**src/mtmr_defines.vh**
```
// Purpose: register map, field positions and reset values of the modulo timer
// Assumes: AXI4-Lite, 32-bit data, one aligned word per register
// Notes: offsets are byte addresses on the register bus
`ifndef MTMR_DEFINES_VH
`define MTMR_DEFINES_VH

`define MTMR_ADDR_W 8
`define MTMR_OFF_STATUS 8'h00
`define MTMR_OFF_CLKCFG 8'h04
`define MTMR_OFF_COUNT 8'h08
`define MTMR_OFF_LIMIT 8'h0c

// status_control_reg fields
`define MTMR_SC_OVF 7
`define MTMR_SC_IRQEN 6
`define MTMR_SC_CLR 5
`define MTMR_SC_HALT 4

// timer_clock_config fields
`define MTMR_CK_SRC_HI 5
`define MTMR_CK_SRC_LO 4
`define MTMR_CK_PRE_HI 3
`define MTMR_CK_PRE_LO 0

// clock source codes
`define MTMR_SRC_BUS 2'h0
`define MTMR_SRC_FIXED 2'h1
`define MTMR_SRC_FALL 2'h2
`define MTMR_SRC_RISE 2'h3

// prescale code of the largest ratio
`define MTMR_PRE_MAX 4'h8

// reset values
`define MTMR_RST_SRC 2'h0
`define MTMR_RST_PRE 4'h0
`define MTMR_RST_COUNT 8'h00
`define MTMR_RST_LIMIT 8'h00
`define MTMR_RST_HALT 1'b1
`define MTMR_RST_IRQEN 1'b0

// count value at which a free-running counter wraps
`define MTMR_FREE_TOP 8'hff

// AXI responses
`define MTMR_RESP_OKAY 2'h0
`define MTMR_RESP_SLVERR 2'h2

`endif

```
**src/mtmr_top.v**
```verilog
// Purpose: 8-bit modulo timer with source select, prescaler and overflow irq
// Assumes: single 200 MHz clock MCLK, async active-low RSTN, AXI4-Lite slave
// Notes: fixed-rate clock and count pin are sampled on MCLK, never used as
//        clocks; unmapped addresses answer SLVERR
//        prescaler phase is kept across halts and source or ratio changes;
//        the irq pin lags the flag by one cycle
`timescale 1ns/1ps
`include "mtmr_defines.vh"

module mtmr_top (
    input wire MCLK,
    input wire RSTN,
    input wire FIXED_RATE_CLOCK,
    input wire EXTERNAL_COUNT_PIN,
    output reg IRQ,
    input wire [7:0] S_AXI_AWADDR,
    input wire S_AXI_AWVALID,
    output reg S_AXI_AWREADY,
    input wire [31:0] S_AXI_WDATA,
    input wire [3:0] S_AXI_WSTRB,
    input wire S_AXI_WVALID,
    output reg S_AXI_WREADY,
    output reg [1:0] S_AXI_BRESP,
    output reg S_AXI_BVALID,
    input wire S_AXI_BREADY,
    input wire [7:0] S_AXI_ARADDR,
    input wire S_AXI_ARVALID,
    output reg S_AXI_ARREADY,
    output reg [31:0] S_AXI_RDATA,
    output reg [1:0] S_AXI_RRESP,
    output reg S_AXI_RVALID,
    input wire S_AXI_RREADY
);

    // ========================================================
    // helpers
    // ========================================================
    // true when a byte address maps to a register; both bus paths use it,
    // so unmapped reads and writes answer alike
    function is_mapped;
        input [7:0] a;
        begin
            is_mapped = (a == `MTMR_OFF_STATUS) || (a == `MTMR_OFF_CLKCFG) ||
                (a == `MTMR_OFF_COUNT) || (a == `MTMR_OFF_LIMIT);
        end
    endfunction

    // ========================================================
    // registers
    // ========================================================
    // register map, one 32-bit word each, data in bits 7:0:
    //   0x00 status/control: b7 flag, b6 irq enable, b5 clear, b4 halt
    //   0x04 clock config: b5:4 source, b3:0 prescale code
    //   0x08 count, read-only; writes answer okay and change nothing
    //   0x0c wrap limit; any write with the lane 0 strobe restarts the count from zero
    // other addresses read zero and answer slverr
    // software-visible fields
    reg [1:0] clock_source_select_r;
    reg [3:0] prescale_select_r;
    reg [7:0] timer_count_value_r;
    reg [7:0] wrap_limit_value_r;
    reg overflow_flag_r;
    reg overflow_irq_enable_r;
    reg counter_halt_bit_r;
    // internal state
    reg clr_armed_r;
    reg [7:0] presc_r;

    // ========================================================
    // pin synchronisers
    // ========================================================
    // neither sampled input is ever used as a clock: one clock domain
    // costs three cycles of latency per edge and caps the input rate, but
    // keeps every crossing hazard out of the counter logic
    // three stages; the first is read only by the second
    reg [2:0] fix_sync_r;
    reg [2:0] pin_sync_r;
    reg fix_lvl_r;
    reg pin_lvl_r;

    // a change counts once stages two and three agree
    always @(posedge MCLK or negedge RSTN) begin
        if (!RSTN) begin
            fix_sync_r <= 3'h0;
            pin_sync_r <= 3'h0;
            fix_lvl_r <= 1'b0;
            pin_lvl_r <= 1'b0;
        end else begin
            fix_sync_r <= {fix_sync_r[1:0], FIXED_RATE_CLOCK};
            pin_sync_r <= {pin_sync_r[1:0], EXTERNAL_COUNT_PIN};
            if (fix_sync_r[1] == fix_sync_r[2]) begin
                fix_lvl_r <= fix_sync_r[2];
            end
            if (pin_sync_r[1] == pin_sync_r[2]) begin
                pin_lvl_r <= pin_sync_r[2];
            end
        end
    end

    // edges of the filtered levels; pin must stay under a quarter of MCLK
    // each edge is a single-cycle pulse, seen three to four cycles late
    wire fix_rise = (fix_sync_r[1] == fix_sync_r[2]) &&
        fix_sync_r[2] && !fix_lvl_r;
    wire pin_rise = (pin_sync_r[1] == pin_sync_r[2]) &&
        pin_sync_r[2] && !pin_lvl_r;
    wire pin_fall = (pin_sync_r[1] == pin_sync_r[2]) &&
        !pin_sync_r[2] && pin_lvl_r;

    // ========================================================
    // source select and prescaler
    // ========================================================
    reg src_pulse;

    // source mux; switching never touches the count
    // 00 bus: every cycle, 01 fixed-rate rising edge, 10 pin falling edge,
    // 11 pin rising edge
    always @* begin
        case (clock_source_select_r)
            `MTMR_SRC_BUS: src_pulse = 1'b1;
            `MTMR_SRC_FIXED: src_pulse = fix_rise;
            `MTMR_SRC_FALL: src_pulse = pin_fall;
            default: src_pulse = pin_rise;
        endcase
    end

    // divider runs only while counting so a halt freezes the phase too
    // it wraps by itself after 256 source pulses, the largest ratio
    always @(posedge MCLK or negedge RSTN) begin
        if (!RSTN) begin
            presc_r <= 8'h00;
        end else if (src_pulse && !counter_halt_bit_r) begin
            presc_r <= presc_r + 8'h01;
        end
    end

    // tick when all bits below the selected tap are ones: code n gives
    // one tick per 2^n source pulses, codes above eight are clamped
    // the phase survives a ratio or source change, so the first period
    // after a change may be short; exact timing must allow for that
    wire [3:0] pre_eff = (prescale_select_r > `MTMR_PRE_MAX) ?
        `MTMR_PRE_MAX : prescale_select_r;
    wire [8:0] pre_mask = (9'h001 << pre_eff) - 9'h001;
    wire tick = src_pulse && !counter_halt_bit_r &&
        ((presc_r & pre_mask[7:0]) == pre_mask[7:0]);

    // ========================================================
    // AXI4-Lite write path
    // ========================================================
    reg [7:0] aw_addr_r;
    reg aw_held_r;
    reg [31:0] w_data_r;
    reg [3:0] w_strb_r;
    reg w_held_r;

    // a held pair acts once the previous response has been accepted
    wire wr_go = aw_held_r && w_held_r && !S_AXI_BVALID;
    wire wr_lane0 = wr_go && w_strb_r[0];
    wire wr_sc = wr_lane0 && (aw_addr_r == `MTMR_OFF_STATUS);
    wire wr_ck = wr_lane0 && (aw_addr_r == `MTMR_OFF_CLKCFG);
    wire wr_lim = wr_lane0 && (aw_addr_r == `MTMR_OFF_LIMIT);
    wire wr_clr = wr_sc && w_data_r[`MTMR_SC_CLR];

    // with address and data offered together: readies pulse at edge 1,
    // both are taken at edge 2, the register acts and the response rises
    // at edge 3; a second beat waits until the held pair has been used
    // lane 0 strobe gates the effect, the other lanes are ignored
    // address and data taken in either order, response after both
    always @(posedge MCLK or negedge RSTN) begin
        if (!RSTN) begin
            aw_addr_r <= 8'h00;
            aw_held_r <= 1'b0;
            w_data_r <= 32'h0;
            w_strb_r <= 4'h0;
            w_held_r <= 1'b0;
            S_AXI_AWREADY <= 1'b0;
            S_AXI_WREADY <= 1'b0;
            S_AXI_BVALID <= 1'b0;
            S_AXI_BRESP <= `MTMR_RESP_OKAY;
        end else begin
            S_AXI_AWREADY <= 1'b0;
            S_AXI_WREADY <= 1'b0;
            if (!aw_held_r && S_AXI_AWVALID && !S_AXI_AWREADY) begin
                S_AXI_AWREADY <= 1'b1;
            end
            if (S_AXI_AWVALID && S_AXI_AWREADY) begin
                aw_addr_r <= S_AXI_AWADDR;
                aw_held_r <= 1'b1;
            end
            if (!w_held_r && S_AXI_WVALID && !S_AXI_WREADY) begin
                S_AXI_WREADY <= 1'b1;
            end
            if (S_AXI_WVALID && S_AXI_WREADY) begin
                w_data_r <= S_AXI_WDATA;
                w_strb_r <= S_AXI_WSTRB;
                w_held_r <= 1'b1;
            end
            if (wr_go) begin
                aw_held_r <= 1'b0;
                w_held_r <= 1'b0;
                S_AXI_BVALID <= 1'b1;
                S_AXI_BRESP <= is_mapped(aw_addr_r) ?
                    `MTMR_RESP_OKAY : `MTMR_RESP_SLVERR;
            end else if (S_AXI_BVALID && S_AXI_BREADY) begin
                S_AXI_BVALID <= 1'b0;
            end
        end
    end

    // ========================================================
    // AXI4-Lite read path
    // ========================================================
    // address taken at the handshake edge; a status read may arm the clear
    wire rd_take = S_AXI_ARVALID && S_AXI_ARREADY;
    wire rd_sc = rd_take && (S_AXI_ARADDR == `MTMR_OFF_STATUS);
    reg [31:0] rd_mux;

    // clear bit and unused bits read as zero
    always @* begin
        rd_mux = 32'h0;
        if (S_AXI_ARADDR == `MTMR_OFF_STATUS) begin
            rd_mux[`MTMR_SC_OVF] = overflow_flag_r;
            rd_mux[`MTMR_SC_IRQEN] = overflow_irq_enable_r;
            rd_mux[`MTMR_SC_HALT] = counter_halt_bit_r;
        end else if (S_AXI_ARADDR == `MTMR_OFF_CLKCFG) begin
            rd_mux[`MTMR_CK_SRC_HI:`MTMR_CK_SRC_LO] = clock_source_select_r;
            rd_mux[`MTMR_CK_PRE_HI:`MTMR_CK_PRE_LO] = prescale_select_r;
        end else if (S_AXI_ARADDR == `MTMR_OFF_COUNT) begin
            rd_mux[7:0] = timer_count_value_r;
        end else if (S_AXI_ARADDR == `MTMR_OFF_LIMIT) begin
            rd_mux[7:0] = wrap_limit_value_r;
        end
    end

    // ready pulses at edge 1, data and response rise at edge 2; the word
    // is frozen at the taking edge and stands until it is accepted, and a
    // new address is refused while it waits
    // one read at a time; arready pulses one cycle after arvalid
    always @(posedge MCLK or negedge RSTN) begin
        if (!RSTN) begin
            S_AXI_ARREADY <= 1'b0;
            S_AXI_RVALID <= 1'b0;
            S_AXI_RDATA <= 32'h0;
            S_AXI_RRESP <= `MTMR_RESP_OKAY;
        end else begin
            S_AXI_ARREADY <= S_AXI_ARVALID && !S_AXI_ARREADY &&
                !S_AXI_RVALID;
            if (rd_take) begin
                S_AXI_RVALID <= 1'b1;
                S_AXI_RDATA <= rd_mux;
                S_AXI_RRESP <= is_mapped(S_AXI_ARADDR) ?
                    `MTMR_RESP_OKAY : `MTMR_RESP_SLVERR;
            end else if (S_AXI_RVALID && S_AXI_RREADY) begin
                S_AXI_RVALID <= 1'b0;
            end
        end
    end

    // ========================================================
    // control registers
    // ========================================================
    // halt and irq enable come from any lane 0 status write; the clear bit is a
    // strobe and is never stored
    // count register has no write path at all
    always @(posedge MCLK or negedge RSTN) begin
        if (!RSTN) begin
            clock_source_select_r <= `MTMR_RST_SRC;
            prescale_select_r <= `MTMR_RST_PRE;
            wrap_limit_value_r <= `MTMR_RST_LIMIT;
            counter_halt_bit_r <= `MTMR_RST_HALT;
            overflow_irq_enable_r <= `MTMR_RST_IRQEN;
        end else begin
            if (wr_ck) begin
                clock_source_select_r <=
                    w_data_r[`MTMR_CK_SRC_HI:`MTMR_CK_SRC_LO];
                prescale_select_r <=
                    w_data_r[`MTMR_CK_PRE_HI:`MTMR_CK_PRE_LO];
            end
            if (wr_lim) begin
                wrap_limit_value_r <= w_data_r[7:0];
            end
            if (wr_sc) begin
                counter_halt_bit_r <= w_data_r[`MTMR_SC_HALT];
                overflow_irq_enable_r <= w_data_r[`MTMR_SC_IRQEN];
            end
        end
    end

    // ========================================================
    // counter and overflow flag
    // ========================================================
    // wrap point: programmed limit, or top of range when limit is zero;
    // a limit of 0xff and a zero limit therefore wrap at the same count
    wire [7:0] wrap_at = (wrap_limit_value_r == 8'h00) ?
        `MTMR_FREE_TOP : wrap_limit_value_r;
    wire wrap = tick && (timer_count_value_r == wrap_at);
    wire flag_wr0 = wr_sc && !w_data_r[`MTMR_SC_OVF] && clr_armed_r;

    // priorities at one edge, highest first:
    //   count: limit write or clear bit, then wrap, then tick
    //   flag: wrap, then limit write, clear bit or armed zero write
    // a wrap on the edge of a clear keeps the flag so that no overflow is
    // lost, while the count still returns to zero
    // a fresh wrap always beats any clearing source
    always @(posedge MCLK or negedge RSTN) begin
        if (!RSTN) begin
            timer_count_value_r <= `MTMR_RST_COUNT;
            overflow_flag_r <= 1'b0;
            clr_armed_r <= 1'b0;
        end else begin
            if (wr_lim || wr_clr) begin
                timer_count_value_r <= `MTMR_RST_COUNT;
            end else if (wrap) begin
                timer_count_value_r <= 8'h00;
            end else if (tick) begin
                timer_count_value_r <= timer_count_value_r + 8'h01;
            end
            if (wrap) begin
                overflow_flag_r <= 1'b1;
            end else if (wr_lim || wr_clr || flag_wr0) begin
                overflow_flag_r <= 1'b0;
            end
            // a status read with flag set arms the clear; a wrap disarms
            // it, as do any other lane 0 status write and a flag already low
            if (wrap) begin
                clr_armed_r <= 1'b0;
            end else if (rd_sc && overflow_flag_r) begin
                clr_armed_r <= 1'b1;
            end else if (wr_sc || !overflow_flag_r) begin
                clr_armed_r <= 1'b0;
            end
        end
    end

    // ========================================================
    // interrupt output
    // ========================================================
    // registered so the pin is glitch free; the cost is one cycle of lag
    // behind the flag, and enabling with the flag set raises it at once
    always @(posedge MCLK or negedge RSTN) begin
        if (!RSTN) begin
            IRQ <= 1'b0;
        end else begin
            IRQ <= overflow_flag_r && overflow_irq_enable_r;
        end
    end

endmodule

```
**config.mk**
```make
export PLATFORM = sky130hd
export DESIGN_NAME = mtmr_top
export DESIGN_NICKNAME = d
export VERILOG_FILES = /design/src/mtmr_top.v
export VERILOG_INCLUDE_DIRS = /design/src /design/src/src
export SDC_FILE = /design/constraint.sdc
export NUM_CORES = 1
export LEC_CHECK = 0
export ABC_AREA = 1
export BUFFER_PORTS_ARGS = -buffer_cell sky130_fd_sc_hd__buf_2
export CORE_ASPECT_RATIO = 1.25
export CORE_MARGIN = 3
export CORE_UTILIZATION = 52
export CTS_BUF_LIST = sky130_fd_sc_hd__clkbuf_4
export DETAILED_ROUTE_END_ITERATION = 10
export PLACE_DENSITY = 0.81
export SETUP_SLACK_MARGIN = 0.02
export SYNTH_ARGS = -nofsm -noshare
export SYNTH_HDL_FRONTEND = slang
export SYNTH_SLANG_ARGS = --single-unit
```
**constraint.sdc**
```tcl
create_clock -name MCLK -period 5.85 [get_ports MCLK]
set_clock_uncertainty 0.2 [all_clocks]
set_input_delay 0.2925 -clock MCLK [delete_from_list [all_inputs] [get_ports MCLK]]
set_output_delay 0.2925 -clock MCLK [all_outputs]
set_load 0.005 [all_outputs]
```
==> results.py <==
metrics = {
    "clocking": {
        "cts_sinks": 77,
        "ctsHoldBuffers": 27,
        "clk_latency_ps": 440,
        "numCtsBuffers": 9,
        "cts_tree": "done",
        "cts_buffer_depth": 2,
        "cts_setup_buffers": 0,
        "htreeDepth": 3,
        "cts_resized": 0,
        "root_buffer": "clkbuf_4",
        "clkSlewWorstSetupHoldPaths_ps": 120,
    },
    "detailed_routing": {
        "drt-met1-wl_mm": 3.464,
        "post-route-drc-count": 0,
        "drt-initial-drc-count": 219,
        "dr_wl_met3_um": 467,
        "route.met2.wl_mm": 4.335,
        "postRouteAntennaNets": 0,
        "vias": 3324,
        "drt_wl_total_mm": 8.538,
        "highest_layer": "met4",
        "routedWlPerCell_um": 12.98,
        "drt-pass1-iter-count": 4,
        "via_per_inst": 5.052,
    },
    "power": {
        "combPwrFrac": 0.406,
        "p_seq_frac": 0.410,
        "pwr-share-clk": 0.183,
        "p_leak_nw": 2.362,
        "power_density_nw_per_um2": 426.1,
        "switchingPower_w": 0.0008173,
        "p_sw_frac": 0.4132,
        "ir_worst_vdd_uv": 253.8,
        "internal_power_w": 0.001161,
    },
    "global_route": {
        "grt_remaining_overflow": 0,
        "antenna_found_initial": 0,
        "grt_max_degree": 78,
        "grtUsageTotal": 0.2010,
        "grt_pass1_wl_mm": 14.19,
        "grt_pass1_vias": 3240,
    },
    "synth": {
        "synth.distinct_cells": 34,
        "synthFlopType": "dfrtp_1",
        "synth_area_um2": 3978,
        "syn_area_per_cell_um2": 8.269,
        "async_flop_share": 1.000,
        "ys_warn_count": 0,
        "synth_edf_count": 0,
        "seq_area_frac_synth": 0.4847,
        "ys_seq_elements": 77,
        "synthCells": 481,
    },
    "worst_setup_path": {
        "critPathMaxFanout": 10,
        "worstPathRequired_ps": 5990,
        "end_kind": "register",
        "cp.arrival_ps": 2370,
        "startpoint_type": "register",
        "worst-setup-path-type": "reg2reg",
    },
    "layout": {
        "final_core_util": 0.6272,
        "final_common_cell": "nand2_1",
        "n_antenna_cell": 0,
        "fin_area_um2": 4642,
        "final_cell_mix": "111 x nand2_1, 76 x dfrtp_1, 67 x inv_1",
        "layout-drive-gt1-share": 0.1537,
        "syn2layout_area_growth_pct": 16.70,
        "final_cells": 658,
        "nNetsFinal": 628,
    },
    "sta": {
        "hold_viol_final": 0,
        "report.final.slew_viol_count": 0,
        "max_freq_ghz": 0.4483,
        "tns_ps": 0,
        "fin_crit_sh": 0.3813,
        "period_needed_ps": 2231,
        "hold_ws_ps": 114.5,
        "rsz0062_at_grt": "false",
        "slew_headroom": 0.3717,
        "worst-slew-pin-transition_ps": 942.5,
        "finalSetupViolCount": 0,
    },
    "placed_design": {
        "dp_hpwl_mm": 5.810,
        "portBuffers": 49,
        "dp_cells": 615,
        "post_dp_cell_area_um2": 4215,
        "place.gp.congestion": 0.8759,
    },
    "floorplan": {
        "rows": 35,
        "die-area_um2": 8741,
        "core_area_um2": 7401,
        "start_util": 0.5374,
        "die_width_um": 84.23,
        "die_h_um": 103.8,
        "io_pins": 103,
    },
    "run": {
        "cap_violations": 0,
    },
    "worst_hold_path": {
        "hp-class": "in2reg",
    },
    "outcome": {
        "status": "completed",
    },
}
cell families (layout without fill, tap and decap cells):
family / after synthesis / count (layout) / share of synthesized area
XOR/XNOR: 11 / 11 / 0.02422
AND/OR/NAND/NOR: 200 / 200 / 0.2378
buffers and inverters: 102 / 162 / 0.1211
other: 1 / 26 / 0.0009428
adder cells (fa/ha/maj): 6 / 6 / 0.01887
flip-flops: 77 / 77 / 0.4847
AO/OA/AOI/OAI: 84 / 84 / 0.1123
metal layers:
layer / track usage / vias up
met1: 0.2341 / 1536
met3: 0.05251 / 25
met5: 0 / -
met4: 0.1034 / 0
li1: - / 1649
met2: 0.3375 / 114
worst max-delay path, cell delays in order, from the launching register on:
cell,delay (ps)
dfrtp_1,480
nor2_2,160
nand3_1,110
ha_1,290
o22ai_1,70
a21oi_1,170
nand3_2,170
nor2_8,230
nand3_2,130
nand2_1,90
nor2_1,40
Yosys cell counts (5+ instances only):
cell type / instances / area share
buf_4: 26 / 0.049
nor2_1: 27 / 0.025
nand4_1: 7 / 0.011
xor2_1: 10 / 0.022
nand3_1: 28 / 0.035
dfrtp_1: 76 / 0.48
o22ai_1: 7 / 0.011
ha_1: 6 / 0.019
a21oi_1: 12 / 0.015
o21ai_0: 62 / 0.078
inv_1: 67 / 0.063
nand3_2: 5 / 0.013
clkbuf_1: 5 / 0.0047
nand2_1: 111 / 0.10
sequential cells by signal, summed over array words and instances, names as in the netlist, 2 cells and up:
register               cells
clock_source_select_r      2
presc_r                    8
wrap_limit_value_r         8
fix_sync_r                 3
timer_count_value_r        8
S_AXI_RDATA                8
prescale_select_r          4
aw_addr_r                  8
w_data_r                   8
pin_sync_r                 3
area by class of cell:
type	count	area, um^2
Fill cell	632	2759
Sequential cell	77	1928
Multi-Input combinational cell	327	1662
Timing Repair Buffer	76	518.0
Inverter	70	262.8
Tap cell	92	115.1
Clock inverter	7	88.84
Clock buffer	9	67.56
path summary, 6_finish.rpt:
kind	start	slack, ps	endpoint	cells after the start
max in group asynchronous	RSTN	4520	timer_count_value_r[2]$_DFFE_PN0P_	2
max reg2reg	prescale_select_r[1]$_DFFE_PN0P_	3620	timer_count_value_r[0]$_DFFE_PN0P_	10
min reg2reg	fix_sync_r[0]$_DFF_PN0_	160	fix_sync_r[1]$_DFF_PN0_	0
min	S_AXI_ARADDR[3]	110	S_AXI_RDATA[7]$_DFFE_PN0P_	4
min in group asynchronous	RSTN	340	pin_sync_r[1]$_DFF_PN0_	2
max	prescale_select_r[1]$_DFFE_PN0P_	3620	timer_count_value_r[0]$_DFFE_PN0P_	10
metrics by stage:
step           total power (W)  setup WS, ps
2_1_floorplan         0.001408          3912
3_3_place_gp          0.001538          3678
3_5_place_dp          0.001597          3633
4_1_cts               0.001979          3614
5_1_grt               0.002145          3482
6_report              0.001978          3619
power groups by stage:
stage                     Sequential, W  Combinational [W]  Clock (W)
after global placement         0.000809           0.000730          0
after floorplan                0.000787           0.000621          0
after global routing           0.000829           0.000926   0.000389
final                          0.000812           0.000803   0.000363
after CTS                      0.000808           0.000801   0.000370
after detailed placement       0.000816           0.000781          0
Power figures use the tool's default switching activity.
